==> config.mk <==
export PLATFORM = sky130hd
export DESIGN_NAME = som_route_top
export DESIGN_NICKNAME = d
export VERILOG_FILES = /design/src/hw/som_pkg.sv /design/src/hw/som_route_top.sv /design/src/hw/som_chan_mux.sv
export SDC_FILE = /design/constraint.sdc
export NUM_CORES = 1
export LEC_CHECK = 0
export BUFFER_PORTS_ARGS = -buffer_cell sky130_fd_sc_hd__buf_4
export CORE_AREA = 2 2 200 163
export DETAILED_ROUTE_END_ITERATION = 8
export DIE_AREA = 0 0 202 165
export MAX_ROUTING_LAYER = met4
export PLACE_DENSITY = 0.72
export SYNTH_ARGS = -nofsm -noshare
export SYNTH_HDL_FRONTEND = slang
export SYNTH_SLANG_ARGS = --single-unit
==> constraint.sdc <==
create_clock -name clk -period 3.3 [get_ports clk]
set_input_delay 0.495 -clock clk [delete_from_list [all_inputs] [get_ports clk]]
set_output_delay 0.495 -clock clk [all_outputs]
set_load 0.01 [all_outputs]
==> src/hw/som_pkg.sv <==
// Constants, types and decode helpers for the serial output source selectors
// Assumes an APB register bus with 32-bit data and one 10 MHz clock
`default_nettype none

package som_pkg;

    // ************************************************************
    // Bus and register map
    // ************************************************************
    localparam int ADDR_W = 8;
    localparam int DATA_W = 32;
    localparam int REG_W = 8;
    localparam logic [ADDR_W-3:0] ROUTE45_IDX = 6'h15;
    localparam logic [ADDR_W-3:0] ROUTE67_IDX = 6'h16;
    localparam logic [REG_W-1:0] ROUTE45_RST = 8'h54;
    localparam logic [REG_W-1:0] ROUTE67_RST = 8'h76;

    // ************************************************************
    // Field layout
    // ************************************************************
    localparam int SEL_W = 4;
    localparam int SEL_LO_LSB = 0;
    localparam int SEL_HI_LSB = 4;

    // ************************************************************
    // Stream shape
    // ************************************************************
    localparam int SAMPLE_W = 24;
    localparam int ASRC_CH = 4;
    localparam int SIN_CH = 8;
    localparam int OUT_CH = 4;

    typedef enum logic [1:0] {
        SOM_SRC_RSVD = 2'b00,
        SOM_SRC_ASRC = 2'b01,
        SOM_SRC_SIN = 2'b10
    } som_src_t;

    // Top bit picks serial input, next bit the converter bank
    function automatic som_src_t som_src_class(input logic [SEL_W-1:0] sel);
        som_src_t c;
        c = SOM_SRC_RSVD;
        if (sel[3]) begin
            c = SOM_SRC_SIN;
        end else if (sel[2]) begin
            c = SOM_SRC_ASRC;
        end
        return c;
    endfunction

    // Byte address of a register index
    function automatic logic [ADDR_W-1:0] som_byte_addr(input logic [ADDR_W-3:0] idx);
        return {idx, 2'b00};
    endfunction

endpackage

`default_nettype wire

==> src/hw/som_route_top.sv <==
// Source selector registers for serial output channels 4 to 7, APB slave
// Assumes an APB master on clk and sample streams from logic on clk
//
// Behaviour
// - Channel 5 selector, high nibble, reset 5
// - Channel 4 selector, low nibble, reset 4
// - Channel 7 selector, high nibble, reset 7
// - Channel 6 selector, low nibble, reset 6
// - Codes 4 to 7 pick converter 0-3
// - Codes 8 to 15 pick serial input 0-7
`timescale 1ns/10ps
`default_nettype none

module som_route_top (
    input wire logic clk,
    input wire logic rst_n,
    input wire logic [som_pkg::ADDR_W-1:0] paddr,
    input wire logic psel,
    input wire logic penable,
    input wire logic pwrite,
    input wire logic [som_pkg::DATA_W-1:0] pwdata,
    input wire logic [3:0] pstrb,
    output logic pready,
    output logic [som_pkg::DATA_W-1:0] prdata,
    output logic pslverr,
    input wire logic [som_pkg::ASRC_CH-1:0][som_pkg::SAMPLE_W-1:0] asrc_sample,
    input wire logic [som_pkg::SIN_CH-1:0][som_pkg::SAMPLE_W-1:0] sin_sample,
    input wire logic sample_valid,
    output wire logic [som_pkg::OUT_CH-1:0][som_pkg::SAMPLE_W-1:0] out_sample,
    output logic out_valid,
    output wire logic [som_pkg::OUT_CH-1:0] out_rsvd
);

    // ************************************************************
    // Bus decode
    // ************************************************************
    logic [som_pkg::REG_W-1:0] route45_q;
    logic [som_pkg::REG_W-1:0] route67_q;
    logic hit45;
    logic hit67;
    logic setup_ph;
    logic acc_wr;
    logic wr45;
    logic wr67;
    logic [som_pkg::DATA_W-1:0] rd_d;

    assign hit45 = (paddr == som_pkg::som_byte_addr(som_pkg::ROUTE45_IDX));
    assign hit67 = (paddr == som_pkg::som_byte_addr(som_pkg::ROUTE67_IDX));
    assign setup_ph = psel && !penable;
    assign acc_wr = psel && penable && pwrite && pstrb[0];
    assign wr45 = acc_wr && hit45;
    assign wr67 = acc_wr && hit67;

    // Zero wait states: read data is captured in the setup cycle
    assign pready = 1'b1;

    // ************************************************************
    // Selector registers
    // ************************************************************
    always_ff @(posedge clk) begin
        if (!rst_n) begin
            route45_q <= som_pkg::ROUTE45_RST;
        end else if (wr45) begin
            route45_q <= pwdata[som_pkg::REG_W-1:0];
        end
    end

    always_ff @(posedge clk) begin
        if (!rst_n) begin
            route67_q <= som_pkg::ROUTE67_RST;
        end else if (wr67) begin
            route67_q <= pwdata[som_pkg::REG_W-1:0];
        end
    end

    // ************************************************************
    // Read path and error answer
    // ************************************************************
    always_comb begin
        rd_d = '0;
        if (hit45) begin
            rd_d[som_pkg::REG_W-1:0] = route45_q;
        end else if (hit67) begin
            rd_d[som_pkg::REG_W-1:0] = route67_q;
        end
    end

    always_ff @(posedge clk) begin
        if (!rst_n) begin
            prdata <= '0;
        end else if (setup_ph && !pwrite) begin
            prdata <= rd_d;
        end
    end

    // Unmapped addresses answer with an error and ignore writes
    always_ff @(posedge clk) begin
        if (!rst_n) begin
            pslverr <= 1'b0;
        end else if (setup_ph) begin
            pslverr <= !(hit45 || hit67);
        end
    end

    // ************************************************************
    // Channel muxes
    // ************************************************************
    logic [som_pkg::OUT_CH-1:0][som_pkg::SEL_W-1:0] sel;

    assign sel[0] = route45_q[som_pkg::SEL_LO_LSB +: som_pkg::SEL_W];
    assign sel[1] = route45_q[som_pkg::SEL_HI_LSB +: som_pkg::SEL_W];
    assign sel[2] = route67_q[som_pkg::SEL_LO_LSB +: som_pkg::SEL_W];
    assign sel[3] = route67_q[som_pkg::SEL_HI_LSB +: som_pkg::SEL_W];

    for (genvar c = 0; c < som_pkg::OUT_CH; c++) begin : g_ch
        som_chan_mux u_som_chan_mux (
            .clk(clk),
            .rst_n(rst_n),
            .sel(sel[c]),
            .asrc_sample(asrc_sample),
            .sin_sample(sin_sample),
            .sample_valid(sample_valid),
            .out_sample(out_sample[c]),
            .out_rsvd(out_rsvd[c])
        );
    end

    always_ff @(posedge clk) begin
        if (!rst_n) begin
            out_valid <= 1'b0;
        end else begin
            out_valid <= sample_valid;
        end
    end

    // ************************************************************
    // Assertion helpers
    // ************************************************************
    logic h_valid_q;
    logic [som_pkg::OUT_CH-1:0][som_pkg::SEL_W-1:0] h_sel_q;
    logic [som_pkg::ASRC_CH-1:0][som_pkg::SAMPLE_W-1:0] h_asrc_q;
    logic [som_pkg::SIN_CH-1:0][som_pkg::SAMPLE_W-1:0] h_sin_q;

    always_ff @(posedge clk) begin
        if (!rst_n) begin
            h_valid_q <= 1'b0;
            h_sel_q <= '0;
            h_asrc_q <= '0;
            h_sin_q <= '0;
        end else begin
            h_valid_q <= sample_valid;
            h_sel_q <= sel;
            h_asrc_q <= asrc_sample;
            h_sin_q <= sin_sample;
        end
    end

    // Reserved flag as the selectors stood at the last edge
    logic [som_pkg::OUT_CH-1:0] h_rsvd;

    always_comb begin
        h_rsvd = '0;
        for (int k = 0; k < som_pkg::OUT_CH; k++) begin
            h_rsvd[k] = (som_pkg::som_src_class(h_sel_q[k]) == som_pkg::SOM_SRC_RSVD);
        end
    end

    // ************************************************************
    // Assertions
    // ************************************************************
    a_reset_ch5: assert property (@(posedge clk) disable iff (!rst_n)
        $rose(rst_n) |-> route45_q[7:4] == som_pkg::ROUTE45_RST[7:4])
        else $error("Channel 5 selector not at reset value");

    a_reset_ch4: assert property (@(posedge clk) disable iff (!rst_n)
        $rose(rst_n) |-> route45_q[3:0] == som_pkg::ROUTE45_RST[3:0])
        else $error("Channel 4 selector not at reset value");

    a_reset_ch7: assert property (@(posedge clk) disable iff (!rst_n)
        $rose(rst_n) |-> route67_q[7:4] == som_pkg::ROUTE67_RST[7:4])
        else $error("Channel 7 selector not at reset value");

    a_reset_ch6: assert property (@(posedge clk) disable iff (!rst_n)
        $rose(rst_n) |-> route67_q[3:0] == som_pkg::ROUTE67_RST[3:0])
        else $error("Channel 6 selector not at reset value");

    a_write_ch45: assert property (@(posedge clk) disable iff (!rst_n)
        wr45 |=> route45_q == $past(pwdata[7:0]))
        else $error("Write to channel 4/5 register lost");

    a_write_ch67: assert property (@(posedge clk) disable iff (!rst_n)
        wr67 |=> route67_q == $past(pwdata[7:0]))
        else $error("Write to channel 6/7 register lost");

    a_hold_ch45: assert property (@(posedge clk) disable iff (!rst_n)
        !wr45 |=> $stable(route45_q))
        else $error("Channel 4/5 register changed without a write");

    a_hold_ch67: assert property (@(posedge clk) disable iff (!rst_n)
        !wr67 |=> $stable(route67_q))
        else $error("Channel 6/7 register changed without a write");

    a_read_back: assert property (@(posedge clk) disable iff (!rst_n)
        (setup_ph && !pwrite && hit67) ##1 (psel && penable)
        |-> prdata == {24'h000000, route67_q})
        else $error("Read data does not match channel 6/7 register");

    a_read_ch45: assert property (@(posedge clk) disable iff (!rst_n)
        (setup_ph && !pwrite && hit45) ##1 (psel && penable)
        |-> prdata == {24'h000000, route45_q})
        else $error("Read data does not match channel 4/5 register");

    a_asrc_route: assert property (@(posedge clk) disable iff (!rst_n)
        (h_valid_q && som_pkg::som_src_class(h_sel_q[0]) == som_pkg::SOM_SRC_ASRC)
        |-> out_sample[0] == h_asrc_q[h_sel_q[0][1:0]])
        else $error("Channel 4 not fed from selected converter");

    a_sin_route: assert property (@(posedge clk) disable iff (!rst_n)
        (h_valid_q && som_pkg::som_src_class(h_sel_q[3]) == som_pkg::SOM_SRC_SIN)
        |-> out_sample[3] == h_sin_q[h_sel_q[3][2:0]])
        else $error("Channel 7 not fed from selected serial input");

    a_valid_delay: assert property (@(posedge clk) disable iff (!rst_n)
        sample_valid ##1 !sample_valid |-> out_valid ##1 !out_valid)
        else $error("Output strobe not one cycle after input strobe");

    a_no_err_mapped: assert property (@(posedge clk) disable iff (!rst_n)
        (setup_ph && (hit45 || hit67)) |=> !pslverr)
        else $error("Mapped register answered with an error");

    a_err_unmapped: assert property (@(posedge clk) disable iff (!rst_n)
        (setup_ph && !(hit45 || hit67)) |=> pslverr)
        else $error("Unmapped address answered without an error");

    a_rd_unmapped: assert property (@(posedge clk) disable iff (!rst_n)
        (setup_ph && !pwrite && !(hit45 || hit67)) |=> prdata == '0)
        else $error("Unmapped read returned nonzero data");

    a_strb_ignored: assert property (@(posedge clk) disable iff (!rst_n)
        (psel && penable && pwrite && !pstrb[0]) |=> $stable(route45_q) && $stable(route67_q))
        else $error("Write without low byte strobe changed a register");

    a_prdata_hold: assert property (@(posedge clk) disable iff (!rst_n)
        !(setup_ph && !pwrite) |=> $stable(prdata))
        else $error("Read data changed outside a read setup cycle");

    a_prdata_upper: assert property (@(posedge clk) disable iff (!rst_n)
        prdata[som_pkg::DATA_W-1:som_pkg::REG_W] == '0)
        else $error("Read data above the register byte not zero");

    a_asrc_ch5: assert property (@(posedge clk) disable iff (!rst_n)
        (h_valid_q && som_pkg::som_src_class(h_sel_q[1]) == som_pkg::SOM_SRC_ASRC)
        |-> out_sample[1] == h_asrc_q[h_sel_q[1][1:0]])
        else $error("Channel 5 not fed from selected converter");

    a_asrc_ch6: assert property (@(posedge clk) disable iff (!rst_n)
        (h_valid_q && som_pkg::som_src_class(h_sel_q[2]) == som_pkg::SOM_SRC_ASRC)
        |-> out_sample[2] == h_asrc_q[h_sel_q[2][1:0]])
        else $error("Channel 6 not fed from selected converter");

    a_asrc_ch7: assert property (@(posedge clk) disable iff (!rst_n)
        (h_valid_q && som_pkg::som_src_class(h_sel_q[3]) == som_pkg::SOM_SRC_ASRC)
        |-> out_sample[3] == h_asrc_q[h_sel_q[3][1:0]])
        else $error("Channel 7 not fed from selected converter");

    a_sin_ch4: assert property (@(posedge clk) disable iff (!rst_n)
        (h_valid_q && som_pkg::som_src_class(h_sel_q[0]) == som_pkg::SOM_SRC_SIN)
        |-> out_sample[0] == h_sin_q[h_sel_q[0][2:0]])
        else $error("Channel 4 not fed from selected serial input");

    a_sin_ch5: assert property (@(posedge clk) disable iff (!rst_n)
        (h_valid_q && som_pkg::som_src_class(h_sel_q[1]) == som_pkg::SOM_SRC_SIN)
        |-> out_sample[1] == h_sin_q[h_sel_q[1][2:0]])
        else $error("Channel 5 not fed from selected serial input");

    a_sin_ch6: assert property (@(posedge clk) disable iff (!rst_n)
        (h_valid_q && som_pkg::som_src_class(h_sel_q[2]) == som_pkg::SOM_SRC_SIN)
        |-> out_sample[2] == h_sin_q[h_sel_q[2][2:0]])
        else $error("Channel 6 not fed from selected serial input");

    a_rsvd_flag: assert property (@(posedge clk) disable iff (!rst_n)
        !$rose(rst_n) |-> out_rsvd == h_rsvd)
        else $error("Reserved code flag does not follow the selectors");

    a_valid_follow: assert property (@(posedge clk) disable iff (!rst_n)
        !$rose(rst_n) |-> out_valid == $past(sample_valid))
        else $error("Output strobe does not follow the input strobe");

    a_sample_hold: assert property (@(posedge clk) disable iff (!rst_n)
        (!h_valid_q && !$rose(rst_n)) |-> $stable(out_sample))
        else $error("Output sample changed without an input strobe");

    // ************************************************************
    // Covers
    // ************************************************************
    c_write45: cover property (@(posedge clk) disable iff (!rst_n) wr45);

    c_read67: cover property (@(posedge clk) disable iff (!rst_n)
        setup_ph && !pwrite && hit67 ##1 psel && penable);

    c_asrc: cover property (@(posedge clk) disable iff (!rst_n)
        h_valid_q && som_pkg::som_src_class(h_sel_q[0]) == som_pkg::SOM_SRC_ASRC);

    c_sin: cover property (@(posedge clk) disable iff (!rst_n)
        h_valid_q && som_pkg::som_src_class(h_sel_q[3]) == som_pkg::SOM_SRC_SIN);

    c_unmapped: cover property (@(posedge clk) disable iff (!rst_n)
        setup_ph && !(hit45 || hit67));

endmodule

`default_nettype wire

==> src/hw/som_chan_mux.sv <==
// One serial output channel: picks its sample from the selected source
// Assumes sample inputs and the strobe come from logic on the same clock
`timescale 1ns/10ps
`default_nettype none

module som_chan_mux (
    input wire logic clk,
    input wire logic rst_n,
    input wire logic [som_pkg::SEL_W-1:0] sel,
    input wire logic [som_pkg::ASRC_CH-1:0][som_pkg::SAMPLE_W-1:0] asrc_sample,
    input wire logic [som_pkg::SIN_CH-1:0][som_pkg::SAMPLE_W-1:0] sin_sample,
    input wire logic sample_valid,
    output logic [som_pkg::SAMPLE_W-1:0] out_sample,
    output logic out_rsvd
);

    // ************************************************************
    // Source pick
    // ************************************************************
    // Reserved codes give silence rather than a stale or random word
    always_ff @(posedge clk) begin
        if (!rst_n) begin
            out_sample <= '0;
        end else if (sample_valid) begin
            case (som_pkg::som_src_class(sel))
                som_pkg::SOM_SRC_ASRC: begin
                    out_sample <= asrc_sample[sel[1:0]];
                end
                som_pkg::SOM_SRC_SIN: begin
                    out_sample <= sin_sample[sel[2:0]];
                end
                default: begin
                    out_sample <= '0;
                end
            endcase
        end
    end

    always_ff @(posedge clk) begin
        if (!rst_n) begin
            out_rsvd <= 1'b0;
        end else begin
            out_rsvd <= (som_pkg::som_src_class(sel) == som_pkg::SOM_SRC_RSVD);
        end
    end

endmodule

`default_nettype wire

# Word-level counts from Yosys, hierarchy flattened
# Cells that the tools add are included.
op_classes:
  magnitude_cmp: 8
  reduce_logical: 15
  n_eq_ne: 10
  mux: 42
op_table:
  columns: ["operator", "n"]
  rows:
  - ["binary-select mux 24 bit (select 3 bit)", 4]
  - ["binary-select mux 24 bit (select 2 bit)", 4]
  - ["two-way mux 24 bit", 8]
  - ["case mux 24 bit (2 select lines)", 4]
  - ["two-way mux 2 bit", 16]
  - ["== test 8 x 7 -> 1 bit, second input constant", 2]
  - ["< comparator 3 x 4 -> 1 bit, second input constant", 4]
  - ["two-way mux 8 bit", 2]
  - ["< comparator 2 x 3 -> 1 bit, second input constant", 4]
  - ["== test 2 x 1 -> 1 bit, second input constant", 4]
  - ["== test 2 bit, second input constant", 4]
  - ["zero test 2 bit", 4]
  - ["logical AND 1 bit", 7]
  - ["two-way mux 1 bit", 4]
  - ["zero test 1 bit", 3]
  - ["logical OR 1 bit", 1]
totals:
  out_inout_bits: 135
  register_bits: 126

# Longest topological paths before layout
depth:
  word_depth: 6
  depth_mapped: 7

# Cells and area by module
# A second synthesis with hierarchy kept.
hier_totals:
  hier_cells: 1604
  area_unflattened_um2: 14072.2
by_module_without_submodules:
  columns: ["module", "seq_area_each_um2", "cells_per_inst", "n_inst", "area_each_um2"]
  rows:
  - ["som_chan_mux", 500.5, 363, 4, 3176.8]
  - ["som_route_top", 520.5, 152, 1, 1365.1]

# Worst setup path before layout
# Ideal clock, no wire load.
synth_path:
  kind: "input to register"
  from: "in paddr[7] (netlist name)"
  to: "reg route67_q[2] (netlist name)"
  cell_stages: 5
  required_ns: 3.185
  slack_ns: 1.392
  arrival_time_ns: 1.793
  setup_time_ns: 0.115
  cell_sequence: "or4b_4 nor4_4 buf_4 mux2i_1 nand2_1"
synth_between:
  elab_chain_len: 2
synth_lines:
  columns: ["element", "line_no", "rtl"]
  rows:
  - ["from (decl)", "som_route_top.sv:17", "input wire logic [som_pkg::ADDR_W-1:0] paddr,"]
  - ["== test 8 x 7 -> 1 bit", "som_route_top.sv:48", "assign hit67 = (paddr == som_pkg::som_byte_addr(som_pkg::ROUTE67_IDX));"]
  - ["logical AND 1 bit", "som_route_top.sv:52", "assign wr67 = acc_wr && hit67;"]
  - ["to (signal assigned)", "som_route_top.sv:70", "route67_q <= som_pkg::ROUTE67_RST;"]
  - ["to (signal assigned)", "som_route_top.sv:72", "route67_q <= pwdata[som_pkg::REG_W-1:0];"]
  - ["to (decl)", "som_route_top.sv:38", "logic [som_pkg::REG_W-1:0] route67_q;"]
# Every way passes these cells.
# A chain may end at the register's enable or synchronous reset.

# Worst setup path after layout
layout_path:
  from: "reg route45_q[2] (netlist name)"
  to: "reg g_ch[0].u_som_chan_mux.out_sample[16] (netlist name)"
layout_between:
  elab_chain_len: 6
  word_cells_on_any_way: 9
layout_lines:
  columns: ["element", "line_no", "rtl"]
  rows:
  - ["from (decl)", "som_route_top.sv:37", "logic [som_pkg::REG_W-1:0] route45_q;"]
  - ["from (signal assigned)", "som_route_top.sv:62", "route45_q <= som_pkg::ROUTE45_RST;"]
  - ["from (signal assigned)", "som_route_top.sv:64", "route45_q <= pwdata[som_pkg::REG_W-1:0];"]
  - ["two-way mux 1 bit", "som_pkg.sv:45", "end else if (sel[2]) begin"]
  - ["two-way mux 2 bit", "som_pkg.sv:43", "if (sel[3]) begin"]
  - ["two-way mux 2 bit", "som_chan_mux.sv:24", "end else if (sample_valid) begin"]
  - ["two-way mux 2 bit", "som_chan_mux.sv:22", "if (!rst_n) begin"]
  - ["== test 2 bit or == test 2 x 1 -> 1 bit (tied branches)", "som_chan_mux.sv:25", "case (som_pkg::som_src_class(sel))"]
  - ["case mux 24 bit (2 select lines) *", "som_chan_mux.sv:25", null]
  - ["to (signal assigned)", "som_chan_mux.sv:27", "out_sample <= asrc_sample[sel[1:0]];"]
  - ["to (signal assigned)", "som_chan_mux.sv:30", "out_sample <= sin_sample[sel[2:0]];"]
  - ["to (decl)", "som_chan_mux.sv:13", "output logic [som_pkg::SAMPLE_W-1:0] out_sample,"]
# Every way passes the cells marked *; elsewhere a longest branch is shown, timed or not. The select of a mux whose other input is x is not followed.

==> results.tsv <==
stage	metric	value	unit
sta	worst_pin_slew	1000	ps
drt	vias	15500	
clock_network	htreeDepth	4	
sta	rsz0062_at_grt	no	
die	core-area	31100	sq um
layout	drive_gt1_share	26.8	%
die	initial_core_util	44.6	%
run	drv_cap	0	
global_routing	grt_usage	37.8	%
sta	finalWorstSetupSlack	973	ps
synthesis	yosysSeqAreaShare	18.2	%
drt	drtAntennaViolNets	0	
clock_network	cts_buffers	17	
layout	layout_common_cells	mux2i_1, buf_4, a22oi_1, nand2_1, dfxtp_1	
die	row_count	58	
synthesis	async_flop_share	0	%
synthesis	syn_area	13900	sq um
global_routing	grt_max_degree	119	
drt	wl_per_cell	27.7	microns
drt	first_iter_violations	1745	
layout	multi_input_area	10500	sq um
clock_network	cts_resized	0	
clock_network	clkSinkCount	126	
drt	wirelength	64500	microns
clock_network	cts_setup_buffers	0	
die	die-area	33300	sq um
global_routing	grt_overflow	0	
pwr	vdd_drop_max	0.235	mV
clock_network	clockBufferDepth	2	
drt	vias_per_cell	6.63	
synthesis	synth_enable_flop_cells	0	
layout	ff_latch_area	2540	sq um
sta	setup_viol	0	
layout	finalNetCount	2230	
pwr	power_density	278	nW/um^2
synthesis	avgSynthCellArea	8.64	sq um
layout	syn2layout_area_growth	27.5	%
sta	slew_violations	0	
worst_setup_path	crit_fanout	24	
sta	fin_worst_skew	9.53	ps
die	die_y	165	microns
placement	dp_hpwl	47000	microns
synthesis	ys_types	27	
worst_setup_path	crit_path_end_kind	flip-flop	
drt	dr.pass1.iters	7	
placement	post-place-ws	912	ps
die	io_pins	473	
worst_setup_path	cp.required	3640	ps
clock_network	clk_pin_slew	60	ps
global_routing	antenna_found_initial	10	
clock_network	ctsRootBufferMaster	clkbuf_16	
drt	drcViolationCount	0	
placement	dp.cells	2293	
placement	globalplace.congestion	0.914	
sta	timing.setup.tns	0	ps
layout	instances_no_fill	2332	
worst_setup_path	crit_type	flip-flop to flip-flop	
clock_network	cts_tree	built	
pwr	power_leakage	8.41	nW
sta	hold_violations	0	
min_path	hold_class	primary input to flip-flop	
synthesis	synth-main-ff-cell	dfxtp_1	
die	die_x	202	microns
clock_network	ctsHoldBuffers	0	
sta	timing.hold.ws	301	ps
worst_setup_path	arrival	2670	ps
global_routing	grt_pass1_wl	92500	microns
clock_network	insertion_delay	420	ps
layout	nFillCells	2820	
sta	relSlewSlack	33.2	%
layout	layout_commonest_cell	mux2i_1	
run_status	status	finished clean	
worst_setup_path	start_kind	flip-flop	
sta	fin_crit_sh	70.5	%
synthesis	synthCells	1606	
synthesis	synth_warnings	0	
synthesis	synth_seq_cells	126	
sta	fmax	0.430	GHz
global_routing	grt_pass1_vias	14200	
placement	port_buffers	420	
sta	fin_crit	2330	ps
[area by class of cell]
class / instances / area share, %
flip-flops and latches: 126 / 14.3
multi-input cells: 1292 / 59.1
repair buffers: 455 / 20.0
clock inverters: 14 / 0.955
diodes: 7 / 0.0991
clock buffers: 18 / 2.48
well taps: 420 / 2.97
[worst paths after layout]
kind | startpoint | to | slack [ps] | cells after the start
worst max-delay path | route45_q[2] | g_ch[0].u_som_chan_mux.out_sample[16] | 970 | 4
worst min-delay path | pwdata[3] | route67_q[3] | 300 | 3
worst max register to register | route45_q[2] | g_ch[0].u_som_chan_mux.out_sample[16] | 970 | 4
worst min register to register | prdata[0] | prdata[0] | 480 | 2
[cells by family after synthesis]
group | after synthesis | share of synthesized area (%)
muxes | 584 | 42.1
DFF | 126 | 18.2
buffers and inverters | 211 | 7.46
AOI/OAI and AO/OA | 507 | 26.3
other | 2 | 0.0541
and+or+nand+nor | 176 | 5.92
[sequential cells by signal, summed over array words and instances (netlist names)]
name	count
g_ch.u_som_chan_mux.out_rsvd	4
g_ch.u_som_chan_mux.out_sample	96
out_valid	1
prdata	8
pslverr	1
route45_q	8
route67_q	8
[through the flow]
step / power, W / instance area, sq um / util, %
final: 0.00492 / 17700 / 56.8
after floorplan: 0.00221 / 14000 / -
after detailed placement: 0.00295 / 17100 / 54.8
after CTS: 0.00487 / 17700 / 56.7
after global placement: 0.00291 / 17100 / 54.8
after global routing: 0.00508 / 17700 / 56.8
[worst max-delay path: stages (launching register included)]
cell and delay, ps:
dfxtp_1 600, or3b_2 810, o221ai_1 560, o211ai_1 160, o21ai_0 100
[cells in the mapped netlist (3+ instances only)]
library cell    n  area (sq um)
a22oi_1       200          1500
and2_1          5          31.3
buf_1           7          26.3
buf_2          71           355
buf_4          33           248
buf_6           4          45.0
clkbuf_1       96           360
dfxtp_1       126          2520
mux2i_1       584          5850
nand2_1       125           469
nand2b_1        3          18.8
nand3_1         9          45.0
nand3b_1        4          30.0
nor2_1          6          22.5
nor2b_1        11          68.8
nor3b_1         4          30.0
o211ai_1       96           721
o21ai_0       113           566
o221ai_1       96           841
or3b_2          4          35.0
[power by group]
part	total, W	internal (W)	switching, W	leakage, nW
combinational	0.00130	0.000605	0.000693	7.07
clock	0.00196	0.00116	0.000799	0.302
sequential	0.00166	0.00160	0.0000562	1.04
[routing by layer]
layer,wire [microns],up-vias,GRT usage [%]
met3,8530,117,9.67
met1,28500,7375,54.5
met4,1440,0,7.69
met2,26100,1124,52.4
met5,0,-,-
li1,-,6835,-
No activity file was read; power rests on OpenSTA's default activity.
